[src/hdl/supply_ctrl_map.vh]
// register map, field positions, reset values and counts of the supply controller
`ifndef SUPPLY_CTRL_MAP_VH
`define SUPPLY_CTRL_MAP_VH

// ----------------------------------------------------------------------
// register byte offsets
// ----------------------------------------------------------------------
`define SUPPLY_COMMAND_OFS 8'h00
`define MONITOR_MODE_OFS 8'h04
`define SUPPLY_MODE_OFS 8'h08
`define WAKE_MODE_OFS 8'h0C
`define WAKE_INPUTS_OFS 8'h10
`define SUPPLY_STATUS_OFS 8'h14

// ----------------------------------------------------------------------
// reset values
// ----------------------------------------------------------------------
`define MONITOR_MODE_RST 32'h0000_0000
`define SUPPLY_MODE_RST 32'h0000_0A00
`define WAKE_MODE_RST 32'h0000_0000
`define WAKE_INPUTS_RST 32'h0000_0000

// ----------------------------------------------------------------------
// key field, command and mode fields
// ----------------------------------------------------------------------
`define PASSWORD_MSB 31
`define PASSWORD_LSB 24
`define PASSWORD_KEY 8'hA5
`define CMD_REG_STOP_BIT 2
`define CMD_XTAL_SEL_BIT 3
`define MR_BROWNOUT_RST_BIT 12
`define MR_BROWNOUT_DIS_BIT 13
`define MR_REG_USE_BIT 14
`define MR_OSC_BYPASS_BIT 20

// ----------------------------------------------------------------------
// monitor mode fields
// ----------------------------------------------------------------------
`define SM_THRESHOLD_MSB 3
`define SM_THRESHOLD_LSB 0
`define SM_SAMPLING_MSB 10
`define SM_SAMPLING_LSB 8
`define SM_RESET_EN_BIT 12
`define SM_IRQ_EN_BIT 13
`define SM_OFF 3'h0
`define SM_CONTINUOUS 3'h1
`define SM_EVERY_32 3'h2
`define SM_EVERY_256 3'h3
`define SM_EVERY_2048 3'h4

// ----------------------------------------------------------------------
// wake mode fields
// ----------------------------------------------------------------------
`define WM_MONITOR_EN_BIT 1
`define WM_TIMER_EN_BIT 2
`define WM_CALENDAR_EN_BIT 3
`define WM_TAMPER_EN0_BIT 5
`define WM_TAMPER_CLR_BIT 7
`define WM_WAKE_DBC_MSB 14
`define WM_WAKE_DBC_LSB 12
`define WM_TAMPER_DBC_MSB 18
`define WM_TAMPER_DBC_LSB 16

// ----------------------------------------------------------------------
// status fields
// ----------------------------------------------------------------------
`define SR_WAKE_PIN_BIT 1
`define SR_MON_WAKE_BIT 2
`define SR_BROWNOUT_RST_BIT 3
`define SR_MON_RST_BIT 4
`define SR_MON_EVENT_BIT 5
`define SR_MON_OUT_BIT 6
`define SR_OSC_SEL_BIT 7
`define SR_TAMPER0_BIT 13
`define SR_WAKE_INPUT_LSB 16

// ----------------------------------------------------------------------
// debounce and sampling counts, in slow clock periods
// ----------------------------------------------------------------------
`define WAKE_DBC_CNT_1 16'd3
`define WAKE_DBC_CNT_2 16'd32
`define WAKE_DBC_CNT_3 16'd512
`define WAKE_DBC_CNT_4 16'd4096
`define WAKE_DBC_CNT_5 16'd32768
`define SM_PERIOD_MASK_32 11'h01F
`define SM_PERIOD_MASK_256 11'h0FF
`define SM_PERIOD_MASK_2048 11'h7FF
`define STATUS_CLR_DELAY 2

`endif

[src/hdl/supply_ctrl.v]
// supply controller register block with wake-up, tamper and core reset logic
`timescale 1ns/1ps
`include "supply_ctrl_map.vh"

// What this block does
// - command and supply mode writes need key 0xA5
// - regulator stop asserts core reset, then stops
// - crystal select switches slow clock; zero ignored
// - write protect blocks all configuration writes
// - sampling field sets monitor duty: off/on/32/256/2048
// - monitor reset enable routes detection to reset
// - monitor irq enable routes detection to irq
// - brownout reset enable routes brownout to reset while the regulator use bit is set
// - brownout disable turns detector off
// - regulator use bit selects core supply source
// - bypass forces crystal in bypass mode
// - monitor wake enable lets detection wake core
// - timer alarm wake enable lets alarm wake
// - calendar alarm wake enable lets alarm wake
// - tamper debouncer enables connect pins zero, one
// - tamper clear wipes lower backup registers
// - registers live in backup domain, retained
// - reset values zero, mode register 0xA00
// - wake debounce 0..5: 1,3,32,512,4096,32768 periods
// - tamper period 0 off, 1..7 needs 2..8
// - wake inputs have enable and polarity
// - status read clears flags two cycles later

module supply_ctrl #(
	parameter ADDR_W = 8,
	parameter WAKE_PINS = 16,
	parameter [15:0] WAKE_DBC_CNT_5 = `WAKE_DBC_CNT_5
) (
	input wire clk,
	input wire nrst,
	input wire [ADDR_W-1:0] s_axi_awaddr,
	input wire s_axi_awvalid,
	output wire s_axi_awready,
	input wire [31:0] s_axi_wdata,
	input wire [3:0] s_axi_wstrb,
	input wire s_axi_wvalid,
	output wire s_axi_wready,
	output wire [1:0] s_axi_bresp,
	output wire s_axi_bvalid,
	input wire s_axi_bready,
	input wire [ADDR_W-1:0] s_axi_araddr,
	input wire s_axi_arvalid,
	output wire s_axi_arready,
	output wire [31:0] s_axi_rdata,
	output wire [1:0] s_axi_rresp,
	output wire s_axi_rvalid,
	input wire s_axi_rready,
	input wire write_protect_enable,
	input wire [WAKE_PINS-1:0] wake_pin,
	input wire sampling_waveform_out,
	input wire monitor_low,
	input wire brownout_ok,
	input wire timer_alarm,
	input wire calendar_alarm,
	output wire core_nrst,
	output wire regulator_off,
	output wire regulator_use,
	output wire brownout_disable,
	output wire crystal_select,
	output wire oscillator_bypass,
	output wire monitor_on,
	output wire [3:0] monitor_threshold,
	output wire supply_irq,
	output wire wake_core,
	output wire backup_scratch_regs_clear
);

	// ------------------------------------------------------------------
	// input synchronisers
	// ------------------------------------------------------------------
	localparam SYNC_W = WAKE_PINS + 5;
	wire [SYNC_W-1:0] raw_in;
	wire [SYNC_W-1:0] clean_in;
	assign raw_in = {wake_pin, sampling_waveform_out, monitor_low, brownout_ok,
		timer_alarm, calendar_alarm};

	genvar gi;
	generate
		for (gi = 0; gi < SYNC_W; gi = gi + 1) begin : g_sync
			reg s1_ff;
			reg s2_ff;
			reg s3_ff;
			reg clean_ff;
			// a change counts only once stages two and three agree
			always @(posedge clk or negedge nrst) begin
				if (!nrst) begin
					// brownout_ok idles high: its chain starts high so no false loss follows reset
					s1_ff <= (gi == 2);
					s2_ff <= (gi == 2);
					s3_ff <= (gi == 2);
					clean_ff <= (gi == 2);
				end else begin
					s1_ff <= raw_in[gi];
					s2_ff <= s1_ff;
					s3_ff <= s2_ff;
					if (s2_ff == s3_ff) begin
						clean_ff <= s3_ff;
					end
				end
			end
			assign clean_in[gi] = clean_ff;
		end
	endgenerate

	wire [WAKE_PINS-1:0] pin_s;
	wire wave_s;
	wire mon_low_s;
	wire bod_ok_s;
	wire rtt_s;
	wire rtc_s;
	assign {pin_s, wave_s, mon_low_s, bod_ok_s, rtt_s, rtc_s} = clean_in;

	// ------------------------------------------------------------------
	// configuration registers
	// ------------------------------------------------------------------
	// all state below sits in the always-powered domain: only the backup
	// power-on reset (nrst) clears it, core power loss does not
	reg [31:0] mon_mode_ff;
	reg [23:0] sup_mode_ff;
	reg [31:0] wake_mode_ff;
	reg [31:0] wake_in_ff;
	reg xtal_sel_ff;
	reg reg_stop_ff;
	reg vreg_off_ff;
	localparam [31:0] SUP_MODE_RST = `SUPPLY_MODE_RST;

	// ------------------------------------------------------------------
	// axi4-lite slave
	// ------------------------------------------------------------------
	reg aw_hold_ff;
	reg w_hold_ff;
	reg [ADDR_W-1:0] awaddr_ff;
	reg [31:0] wdata_ff;
	reg bvalid_ff;
	reg [1:0] bresp_ff;
	reg rvalid_ff;
	reg [1:0] rresp_ff;
	reg [31:0] rdata_ff;

	assign s_axi_awready = !aw_hold_ff;
	assign s_axi_wready = !w_hold_ff;
	assign s_axi_bvalid = bvalid_ff;
	assign s_axi_bresp = bresp_ff;
	assign s_axi_arready = !rvalid_ff;
	assign s_axi_rvalid = rvalid_ff;
	assign s_axi_rresp = rresp_ff;
	assign s_axi_rdata = rdata_ff;

	// true for the six word offsets the block decodes
	function mapped;
		input [ADDR_W-1:0] a;
		begin
			mapped = (a[1:0] == 2'b00) && (a <= `SUPPLY_STATUS_OFS);
		end
	endfunction

	wire wr_go;
	wire rd_go;
	wire key_ok;
	wire wr_open;
	assign wr_go = aw_hold_ff && w_hold_ff && !bvalid_ff;
	assign rd_go = s_axi_arvalid && !rvalid_ff;
	assign key_ok = (wdata_ff[`PASSWORD_MSB:`PASSWORD_LSB] == `PASSWORD_KEY);
	assign wr_open = wr_go && !write_protect_enable;

	// address and data are captured independently, the write fires once both are held
	always @(posedge clk or negedge nrst) begin
		if (!nrst) begin
			aw_hold_ff <= 1'b0;
			w_hold_ff <= 1'b0;
			awaddr_ff <= {ADDR_W{1'b0}};
			wdata_ff <= 32'h0000_0000;
			bvalid_ff <= 1'b0;
			bresp_ff <= 2'b00;
		end else begin
			if (s_axi_awvalid && !aw_hold_ff) begin
				aw_hold_ff <= 1'b1;
				awaddr_ff <= s_axi_awaddr;
			end
			if (s_axi_wvalid && !w_hold_ff) begin
				w_hold_ff <= 1'b1;
				wdata_ff <= s_axi_wdata;
			end
			if (wr_go) begin
				aw_hold_ff <= 1'b0;
				w_hold_ff <= 1'b0;
				bvalid_ff <= 1'b1;
				bresp_ff <= mapped(awaddr_ff) ? 2'b00 : 2'b10;
			end else if (bvalid_ff && s_axi_bready) begin
				bvalid_ff <= 1'b0;
			end
		end
	end

	// register writes; protected or badly keyed writes are dropped whole
	// and still answered okay, so software sees no bus error
	always @(posedge clk or negedge nrst) begin
		if (!nrst) begin
			mon_mode_ff <= `MONITOR_MODE_RST;
			sup_mode_ff <= SUP_MODE_RST[23:0];
			wake_mode_ff <= `WAKE_MODE_RST;
			wake_in_ff <= `WAKE_INPUTS_RST;
		end else if (wr_open) begin
			case (awaddr_ff)
				`MONITOR_MODE_OFS: begin
					mon_mode_ff <= wdata_ff & 32'h0000_370F;
				end
				`SUPPLY_MODE_OFS: begin
					if (key_ok) begin
						sup_mode_ff <= wdata_ff[23:0];
					end
				end
				`WAKE_MODE_OFS: begin
					wake_mode_ff <= wdata_ff & 32'h0007_70EE;
				end
				`WAKE_INPUTS_OFS: begin
					wake_in_ff <= wdata_ff;
				end
				default: begin
					mon_mode_ff <= mon_mode_ff;
				end
			endcase
		end
	end

	wire cmd_wr;
	assign cmd_wr = wr_open && key_ok && (awaddr_ff == `SUPPLY_COMMAND_OFS);

	// ------------------------------------------------------------------
	// supply monitor sampling
	// ------------------------------------------------------------------
	reg [10:0] sm_cnt_ff;
	reg sm_out_ff;
	reg sm_det;
	wire [2:0] sm_mode;
	reg sm_active;
	assign sm_mode = mon_mode_ff[`SM_SAMPLING_MSB:`SM_SAMPLING_LSB];

	// monitor powered one slow period per window, or always, or never
	always @* begin
		case (sm_mode)
			`SM_CONTINUOUS: sm_active = 1'b1;
			`SM_EVERY_32: sm_active = ((sm_cnt_ff & `SM_PERIOD_MASK_32) == 11'h000);
			`SM_EVERY_256: sm_active = ((sm_cnt_ff & `SM_PERIOD_MASK_256) == 11'h000);
			`SM_EVERY_2048: sm_active = ((sm_cnt_ff & `SM_PERIOD_MASK_2048) == 11'h000);
			default: sm_active = 1'b0;
		endcase
		sm_det = sm_active && mon_low_s;
	end

	always @(posedge clk or negedge nrst) begin
		if (!nrst) begin
			sm_cnt_ff <= 11'h000;
			sm_out_ff <= 1'b0;
		end else begin
			sm_cnt_ff <= sm_cnt_ff + 11'h001;
			if (sm_active) begin
				sm_out_ff <= mon_low_s;
			end
		end
	end

	assign monitor_on = sm_active;
	assign monitor_threshold = mon_mode_ff[`SM_THRESHOLD_MSB:`SM_THRESHOLD_LSB];

	// ------------------------------------------------------------------
	// wake-up inputs and their shared debounce counter
	// ------------------------------------------------------------------
	wire [WAKE_PINS-1:0] pin_hit;
	wire pin_any;
	reg [15:0] wk_cnt_ff;
	reg wk_done_ff;
	wire [15:0] wk_need;
	wire wk_fire;
	assign pin_hit = wake_in_ff[WAKE_PINS-1:0] & ~(pin_s ^ wake_in_ff[16 +: WAKE_PINS]);
	assign pin_any = |pin_hit;

	// active periods required by the debounce field
	function [15:0] wake_need;
		input [2:0] code;
		begin
			case (code)
				3'h1: wake_need = `WAKE_DBC_CNT_1;
				3'h2: wake_need = `WAKE_DBC_CNT_2;
				3'h3: wake_need = `WAKE_DBC_CNT_3;
				3'h4: wake_need = `WAKE_DBC_CNT_4;
				3'h5: wake_need = WAKE_DBC_CNT_5;
				default: wake_need = 16'd1;
			endcase
		end
	endfunction

	assign wk_need = wake_need(wake_mode_ff[`WM_WAKE_DBC_MSB:`WM_WAKE_DBC_LSB]);
	assign wk_fire = pin_any && !wk_done_ff && ((wk_cnt_ff + 16'd1) >= wk_need);

	// one wake per assertion: a new one needs the inputs to go idle first
	always @(posedge clk or negedge nrst) begin
		if (!nrst) begin
			wk_cnt_ff <= 16'd0;
			wk_done_ff <= 1'b0;
		end else if (!pin_any) begin
			wk_cnt_ff <= 16'd0;
			wk_done_ff <= 1'b0;
		end else begin
			if (wk_cnt_ff != 16'hFFFF) begin
				wk_cnt_ff <= wk_cnt_ff + 16'd1;
			end
			if (wk_fire) begin
				wk_done_ff <= 1'b1;
			end
		end
	end

	// ------------------------------------------------------------------
	// low-power tamper debouncers on wake pins zero and one
	// ------------------------------------------------------------------
	reg wave_d_ff;
	wire sample_pt;
	wire [2:0] lp_code;
	wire [1:0] lp_fire;
	assign sample_pt = wave_d_ff && !wave_s; // falling edge of the sampling waveform
	assign lp_code = wake_mode_ff[`WM_TAMPER_DBC_MSB:`WM_TAMPER_DBC_LSB];

	always @(posedge clk or negedge nrst) begin
		if (!nrst) begin
			wave_d_ff <= 1'b0;
		end else begin
			wave_d_ff <= wave_s;
		end
	end

	generate
		for (gi = 0; gi < 2; gi = gi + 1) begin : g_tamper
			reg [3:0] lp_cnt_ff;
			reg lp_done_ff;
			wire lp_en;
			wire lp_act;
			assign lp_en = wake_mode_ff[`WM_TAMPER_EN0_BIT + gi] && (lp_code != 3'h0);
			assign lp_act = (pin_s[gi] == wake_in_ff[16 + gi]);
			assign lp_fire[gi] = lp_en && sample_pt && lp_act && !lp_done_ff &&
				((lp_cnt_ff + 4'h1) >= ({1'b0, lp_code} + 4'h1));
			// successive identical samples are counted at each sampling point
			always @(posedge clk or negedge nrst) begin
				if (!nrst) begin
					lp_cnt_ff <= 4'h0;
					lp_done_ff <= 1'b0;
				end else if (!lp_en) begin
					lp_cnt_ff <= 4'h0;
					lp_done_ff <= 1'b0;
				end else if (sample_pt) begin
					if (!lp_act) begin
						lp_cnt_ff <= 4'h0;
						lp_done_ff <= 1'b0;
					end else begin
						if (lp_cnt_ff != 4'hF) begin
							lp_cnt_ff <= lp_cnt_ff + 4'h1;
						end
						if (lp_fire[gi]) begin
							lp_done_ff <= 1'b1;
						end
					end
				end
			end
		end
	endgenerate

	// the clear leaves combinationally so the wipe carries no delay
	assign backup_scratch_regs_clear = wake_mode_ff[`WM_TAMPER_CLR_BIT] && (|lp_fire);

	// ------------------------------------------------------------------
	// wake request to the core power sequence
	// ------------------------------------------------------------------
	wire mon_wake;
	wire wake_now;
	assign mon_wake = wake_mode_ff[`WM_MONITOR_EN_BIT] && sm_det;
	assign wake_now = wk_fire || (|lp_fire) || mon_wake ||
		(wake_mode_ff[`WM_TIMER_EN_BIT] && rtt_s) ||
		(wake_mode_ff[`WM_CALENDAR_EN_BIT] && rtc_s);
	reg wake_ff;

	always @(posedge clk or negedge nrst) begin
		if (!nrst) begin
			wake_ff <= 1'b0;
		end else begin
			wake_ff <= wake_now;
		end
	end
	assign wake_core = wake_ff;

	// ------------------------------------------------------------------
	// core reset, regulator stop and slow clock selection
	// ------------------------------------------------------------------
	reg bod_low_d_ff;
	reg nrst_core_ff;
	wire bod_armed;
	wire bod_lost;
	wire sm_rst;
	assign bod_armed = sup_mode_ff[`MR_BROWNOUT_RST_BIT] && !sup_mode_ff[`MR_BROWNOUT_DIS_BIT] &&
		sup_mode_ff[`MR_REG_USE_BIT] && !vreg_off_ff;
	// brownout must be missing more than one slow period before it resets
	assign bod_lost = bod_armed && !bod_ok_s && bod_low_d_ff;
	assign sm_rst = mon_mode_ff[`SM_RESET_EN_BIT] && sm_det;

	// regulator stop holds reset low first; the regulator stops one period
	// later so the core is never running while its supply collapses
	always @(posedge clk or negedge nrst) begin
		if (!nrst) begin
			xtal_sel_ff <= 1'b0;
			reg_stop_ff <= 1'b0;
			vreg_off_ff <= 1'b0;
			bod_low_d_ff <= 1'b0;
			nrst_core_ff <= 1'b1;
		end else begin
			bod_low_d_ff <= !bod_ok_s;
			if (cmd_wr && wdata_ff[`CMD_XTAL_SEL_BIT]) begin
				xtal_sel_ff <= 1'b1;
			end
			if (cmd_wr && wdata_ff[`CMD_REG_STOP_BIT]) begin
				reg_stop_ff <= 1'b1;
			end else if (wake_ff) begin
				reg_stop_ff <= 1'b0;
			end
			if (wake_ff) begin
				vreg_off_ff <= 1'b0;
			end else if (reg_stop_ff && !nrst_core_ff) begin
				vreg_off_ff <= 1'b1;
			end
			nrst_core_ff <= !(reg_stop_ff || vreg_off_ff || sm_rst || bod_lost);
		end
	end

	assign core_nrst = nrst_core_ff;
	assign regulator_off = vreg_off_ff;
	assign regulator_use = sup_mode_ff[`MR_REG_USE_BIT];
	assign brownout_disable = sup_mode_ff[`MR_BROWNOUT_DIS_BIT];
	assign oscillator_bypass = sup_mode_ff[`MR_OSC_BYPASS_BIT];
	assign crystal_select = xtal_sel_ff || sup_mode_ff[`MR_OSC_BYPASS_BIT];

	// ------------------------------------------------------------------
	// status flags and read path
	// ------------------------------------------------------------------
	reg [31:0] flags_ff;
	reg [`STATUS_CLR_DELAY-1:0] clr_pipe_ff;
	reg [31:0] flag_set;
	wire [31:0] status_word;

	// event bits that hardware raises; a raise beats a pending clear
	always @* begin
		flag_set = 32'h0000_0000;
		flag_set[`SR_WAKE_PIN_BIT] = wk_fire;
		flag_set[`SR_MON_WAKE_BIT] = mon_wake;
		flag_set[`SR_BROWNOUT_RST_BIT] = bod_armed && !bod_ok_s && !bod_low_d_ff;
		flag_set[`SR_MON_RST_BIT] = sm_rst;
		flag_set[`SR_MON_EVENT_BIT] = sm_det;
		flag_set[`SR_TAMPER0_BIT] = lp_fire[0];
		flag_set[`SR_TAMPER0_BIT + 1] = lp_fire[1];
		flag_set[31:16] = wk_fire ? pin_hit : 16'h0000;
	end

	always @(posedge clk or negedge nrst) begin
		if (!nrst) begin
			flags_ff <= 32'h0000_0000;
			clr_pipe_ff <= {`STATUS_CLR_DELAY{1'b0}};
		end else begin
			clr_pipe_ff <= {clr_pipe_ff[`STATUS_CLR_DELAY-2:0],
				rd_go && (s_axi_araddr == `SUPPLY_STATUS_OFS)};
			if (clr_pipe_ff[`STATUS_CLR_DELAY-1]) begin
				flags_ff <= flag_set;
			end else begin
				flags_ff <= flags_ff | flag_set;
			end
		end
	end

	assign status_word = flags_ff | {24'h000000, crystal_select, sm_out_ff, 6'h00};
	assign supply_irq = mon_mode_ff[`SM_IRQ_EN_BIT] && flags_ff[`SR_MON_EVENT_BIT];

	// read data is registered; the command register reads as zero
	always @(posedge clk or negedge nrst) begin
		if (!nrst) begin
			rvalid_ff <= 1'b0;
			rresp_ff <= 2'b00;
			rdata_ff <= 32'h0000_0000;
		end else if (rd_go) begin
			rvalid_ff <= 1'b1;
			rresp_ff <= mapped(s_axi_araddr) ? 2'b00 : 2'b10;
			case (s_axi_araddr)
				`MONITOR_MODE_OFS: rdata_ff <= mon_mode_ff;
				`SUPPLY_MODE_OFS: rdata_ff <= {8'h00, sup_mode_ff};
				`WAKE_MODE_OFS: rdata_ff <= wake_mode_ff;
				`WAKE_INPUTS_OFS: rdata_ff <= wake_in_ff;
				`SUPPLY_STATUS_OFS: rdata_ff <= status_word;
				default: rdata_ff <= 32'h0000_0000;
			endcase
		end else if (s_axi_rready) begin
			rvalid_ff <= 1'b0;
		end
	end

endmodule // supply_ctrl

[config.mk]
export PLATFORM = sky130hd
export DESIGN_NAME = supply_ctrl
export DESIGN_NICKNAME = d
export VERILOG_FILES = /design/src/hdl/supply_ctrl.v
export VERILOG_INCLUDE_DIRS = /design/src /design/src/hdl
export SDC_FILE = /design/constraint.sdc
export NUM_CORES = 1
export LEC_CHECK = 0
export ABC_CLOCK_PERIOD_IN_PS = 3750
export BUFFER_PORTS_ARGS = -buffer_cell sky130_fd_sc_hd__buf_4
export CAP_MARGIN = 10
export CORE_ASPECT_RATIO = 0.6
export CORE_MARGIN = 2
export CORE_UTILIZATION = 30
export DETAILED_ROUTE_END_ITERATION = 7
export GPL_TIMING_DRIVEN = 0
export HOLD_SLACK_MARGIN = 0.03
export SLEW_MARGIN = 40
export SYNTH_ARGS = -nofsm -noshare
export SYNTH_HDL_FRONTEND = slang
export SYNTH_SLANG_ARGS = --single-unit
[constraint.sdc]
create_clock -name clk -period 3.75 [get_ports clk]
set_input_delay 0.75 -clock clk [delete_from_list [all_inputs] [get_ports clk]]
set_output_delay 0.75 -clock clk [all_outputs]
set_load 0.1 [all_outputs]
==> flow_metrics.py <==
metrics = {
    "sta": {
        "whs_ns": 0.1869,
        "hold_viol": 0,
        "worst_pin_slew_ns": 0.7742,
        "drv_slew": 0,
        "clock_skew_ns": 0.009736,
        "setup_viol": 0,
        "finalCritPeriodShare_pct": 96.42,
        "fmax_mhz": 276.6,
        "fin_crit_ns": 3.616,
        "relSlewSlack_pct": 48.25,
    },
    "grt": {
        "grt_overflow": 0,
        "antenna_found_initial": 0,
        "grt_max_degree": 79,
        "grt_usage_pct": 15.35,
        "grt_pass1_wl_um": 51320,
        "grt_pass1_vias": 8549,
    },
    "logic_synthesis": {
        "syn-cell-area_um2": 12620,
        "synth-warning-count": 0,
        "syn_area_per_cell_um2": 13.07,
        "ys.flop_type": "dfrtp_1",
        "synth-async-reset-ratio_pct": 100.0,
        "synth.distinct_cells": 67,
        "synth_edf_count": 0,
        "yosysSeqAreaShare_pct": 61.53,
        "netlist_instances": 966,
        "synth_seq_cells": 310,
    },
    "routing": {
        "drt_iter0_markers": 559,
        "vias": 8180,
        "route.detailed.drc": 0,
        "dr.pass1.iters": 5,
        "post_drt_via_cell_ratio": 4.748,
        "wirelength_um": 32780,
        "drt.antenna.violating_nets": 0,
        "avgRoutedWirePerCell_um": 19.03,
    },
    "placement": {
        "dpl.cell_count": 1668,
        "dp_hpwl_um": 24020,
        "dpl_cell_area_um2": 14460,
        "gp_congestion": 0.8287,
        "io_buffers": 126,
    },
    "worst_hold_path": {
        "hold_path_class": "in -> async",
    },
    "critical_path": {
        "r2r_start": "wk_cnt_ff[0]",
        "worstRegToRegCells": 13,
        "path_max_fanout": 3,
        "critPathMaxStageDelay_ns": 0.38,
        "critPathArrivalTime_ns": 2.87,
        "cp-start-kind": "flop",
        "crit_family": "simple AND/OR/NAND/NOR gates",
        "reg2reg_to": "flags_ff[23]",
        "cp_data_required_time_ns": 3.00,
        "crit_buf_inv": 3,
        "crit_cells": 11,
        "worstSetupPathType": "reg -> out",
        "end_kind": "output pin",
        "worstPathCellList": "inv_1 -> ha_1 -> inv_1 -> ha_1 -> a21o_1 -> a21o_1 -> a21oi_1 -> nor4_2 -> nor2_1 -> nor2b_2 -> buf_12",
        "ff2ff_setup_slack_ns": 0.56,
        "critical-path-slowest-cell": "dfrtp_1",
    },
    "clocking": {
        "ctsLongestPathBuffers": 3,
        "cts_num_sinks": 310,
        "cts-htree-levels": 1,
        "cts_tree": "done",
        "path_clk_slew_ns": 0.07,
        "insertion_delay_ns": 0.55,
        "root_buffer": "clkbuf_16",
        "cts_buffers": 28,
        "cts.hold.buffers_added": 0,
    },
    "die": {
        "fp.coreArea_um2": 41660,
        "io-pin-count": 136,
        "die_area_um2": 43780,
        "die_h_um": 162.9,
        "rows": 58,
        "fp.dieW_um": 268.8,
        "start_util_pct": 30.30,
    },
    "cells_and_area": {
        "antenna_cells": 0,
        "final_cell_area_um2": 15480,
        "fillCellCount": 4063,
        "syn_to_final_growth_pct": 22.62,
        "fin_cells": 1723,
        "fin_nets": 1236,
        "drive_above_1_share_pct": 30.88,
    },
    "pwr": {
        "p_leak_nw": 7.011,
        "ir_drop_mv": 0.3303,
        "p_total_mw": 8.968,
        "p_per_area_nw_per_um2": 579.5,
    },
    "status": {
        "status": "complete, no violations",
    },
    "run": {
        "drv_cap": 0,
    },
}
-- where the power goes --
part | switching (mW) | total (mW) | internal [mW] | leakage [nW]
Clock | 1.26 | 2.96 | 1.70 | 0.471
Combinational | 1.04 | 1.73 | 0.695 | 2.56
Sequential | 0.465 | 4.28 | 3.81 | 3.98
-- worst register-to-register path, stage by stage, from the launching register on --
cell	delay, ns
dfrtp_1	0.44
and3_1	0.22
buf_6	0.13
and3_2	0.18
xnor2_1	0.20
inv_1	0.08
ha_1	0.31
nand2_1	0.07
a31oi_1	0.05
o41ai_2	0.34
nand4b_1	0.24
a31oi_4	0.49
buf_6	0.22
o2bb2ai_1	0.10
-- registers in the layout, indices dropped and copies added, names as in the netlist, 21 cells and up --
| name | count |
|---|---|
| flags_ff | 23 |
| g_sync.s1_ff | 21 |
| g_sync.s2_ff | 21 |
| g_sync.s3_ff | 21 |
| s_axi_rdata | 32 |
| sup_mode_ff | 24 |
| wake_in_ff | 32 |
| wdata_ff | 32 |
-- routing by layer --
metal  global-route usage (%)  share of wire [%]  up-vias
li1                         -                  -     3784
met1                    22.37                 48     4115
met2                    23.15                 43      238
met3                    4.052                6.9       43
met4                    2.626                1.8        0
met5                        0                  0        -
-- layout make-up --
| cell class | count | area (um2) | share of cell area [%] |
|---|---|---|---|
| sequential | 310 | 7766 | 50.18 |
| buffer | 45 | 227.7 | 1.471 |
| multi-input combinational | 589 | 4586 | 29.63 |
| inverter | 23 | 86.33 | 0.5578 |
| timing repair buffer | 137 | 1149 | 7.422 |
| clock buffer | 40 | 847.1 | 5.473 |
| clock inverter | 9 | 101.3 | 0.6549 |
| tap | 570 | 713.2 | 4.608 |
-- timing repair --
action / in CTS / in global routing
setup buffers: 3 / 2
gates resized for setup: 5 / 0
endpoints found under the setup margin: 1 / 1
pin swaps: 2 / 2
-- cells by family after synthesis --
family | after synthesis | synth area share (%)
flip-flops | 310 | 61.53
AND/OR/NAND/NOR | 193 | 7.891
AO/OA/AOI/OAI | 172 | 9.260
multiplexers | 135 | 11.95
buffers and inverters | 68 | 2.468
XOR/XNOR | 45 | 3.123
adder cells (fa/ha/maj) | 42 | 3.747
other | 1 | 0.02971
-- how the worst max path moves through the flow --
stage / slack [ns] / start / endpoint
after detailed placement: 0.38 / wake_mode_ff[16] / backup_scratch_regs_clear
after floorplan: 0.40 / wake_mode_ff[16] / backup_scratch_regs_clear
after global routing: -0.008 / wake_mode_ff[16] / backup_scratch_regs_clear
after global placement: -0.89 / nrst / g_sync[12].s1_ff
after CTS: 0.09 / wake_mode_ff[16] / backup_scratch_regs_clear
final: 0.13 / wake_mode_ff[16] / backup_scratch_regs_clear
-- through the flow --
step,utilization [%],setup TNS (ns),setup slack [ns]
floorplan,-,0,0.4016
global placement,34.30,-253.72,-0.8942
detailed placement,34.70,0,0.3810
CTS,37.09,0,0.09486
global route,37.15,-0.008029,-0.008029
finish,37.15,0,0.1343
-- placed cells by master, fill, tap and decap left out, types with 6 or more instances in the layout --
cell | synthesis | routed
inv_1 | 23 | 23
o31ai_1 | 8 | 8
dfrtp_1 | 303 | 303
a221oi_1 | 6 | 6
clkbuf_16 | 0 | 29
ha_1 | 21 | 21
xor2_1 | 8 | 8
o2bb2ai_1 | 16 | 16
nand2_1 | 71 | 71
mux2i_1 | 10 | 10
buf_2 | 6 | 6
mux2_2 | 123 | 123
nand2b_1 | 9 | 9
clkbuf_8 | 0 | 8
dfstp_2 | 7 | 7
nor2_1 | 30 | 30
a32o_1 | 6 | 6
maj3_1 | 21 | 21
a21o_1 | 10 | 10
o21ai_0 | 37 | 36
nand3_1 | 22 | 22
nand4_1 | 11 | 11
a31oi_1 | 7 | 7
a22oi_1 | 20 | 20
nor3_1 | 7 | 7
a21oi_1 | 39 | 39
buf_4 | 9 | 139
xnor2_1 | 37 | 37
clkbuf_1 | 22 | 25
-- cells in the mapped netlist, drive strengths merged (3+ instances only) --
cell	instances	share of area [%]
nand2b	9	0.45
dfstp	7	1.5
nand2	71	2.1
o2bb2ai	16	1.1
mux2	125	11
a22o	5	0.35
buf	23	1.1
o31ai	8	0.48
nor4b	6	0.52
nor3	7	0.28
a221oi	6	0.42
mux2i	10	0.79
clkbuf	22	0.65
and3	6	0.33
nor4	3	0.20
maj3	21	1.7
xor2	8	0.56
a21oi	39	1.5
a32o	6	0.48
dfrtp	303	60
ha	21	2.1
a31oi	8	0.52
o21ai	39	1.5
or2	3	0.15
xnor2	37	2.6
and2	6	0.31
nor2b	6	0.30
inv	23	0.68
a22oi	20	1.2
nand3	23	0.95
a21o	10	0.59
nor2	30	0.89
nand4	11	0.55
No activity file was read; power rests on OpenSTA's default activity.
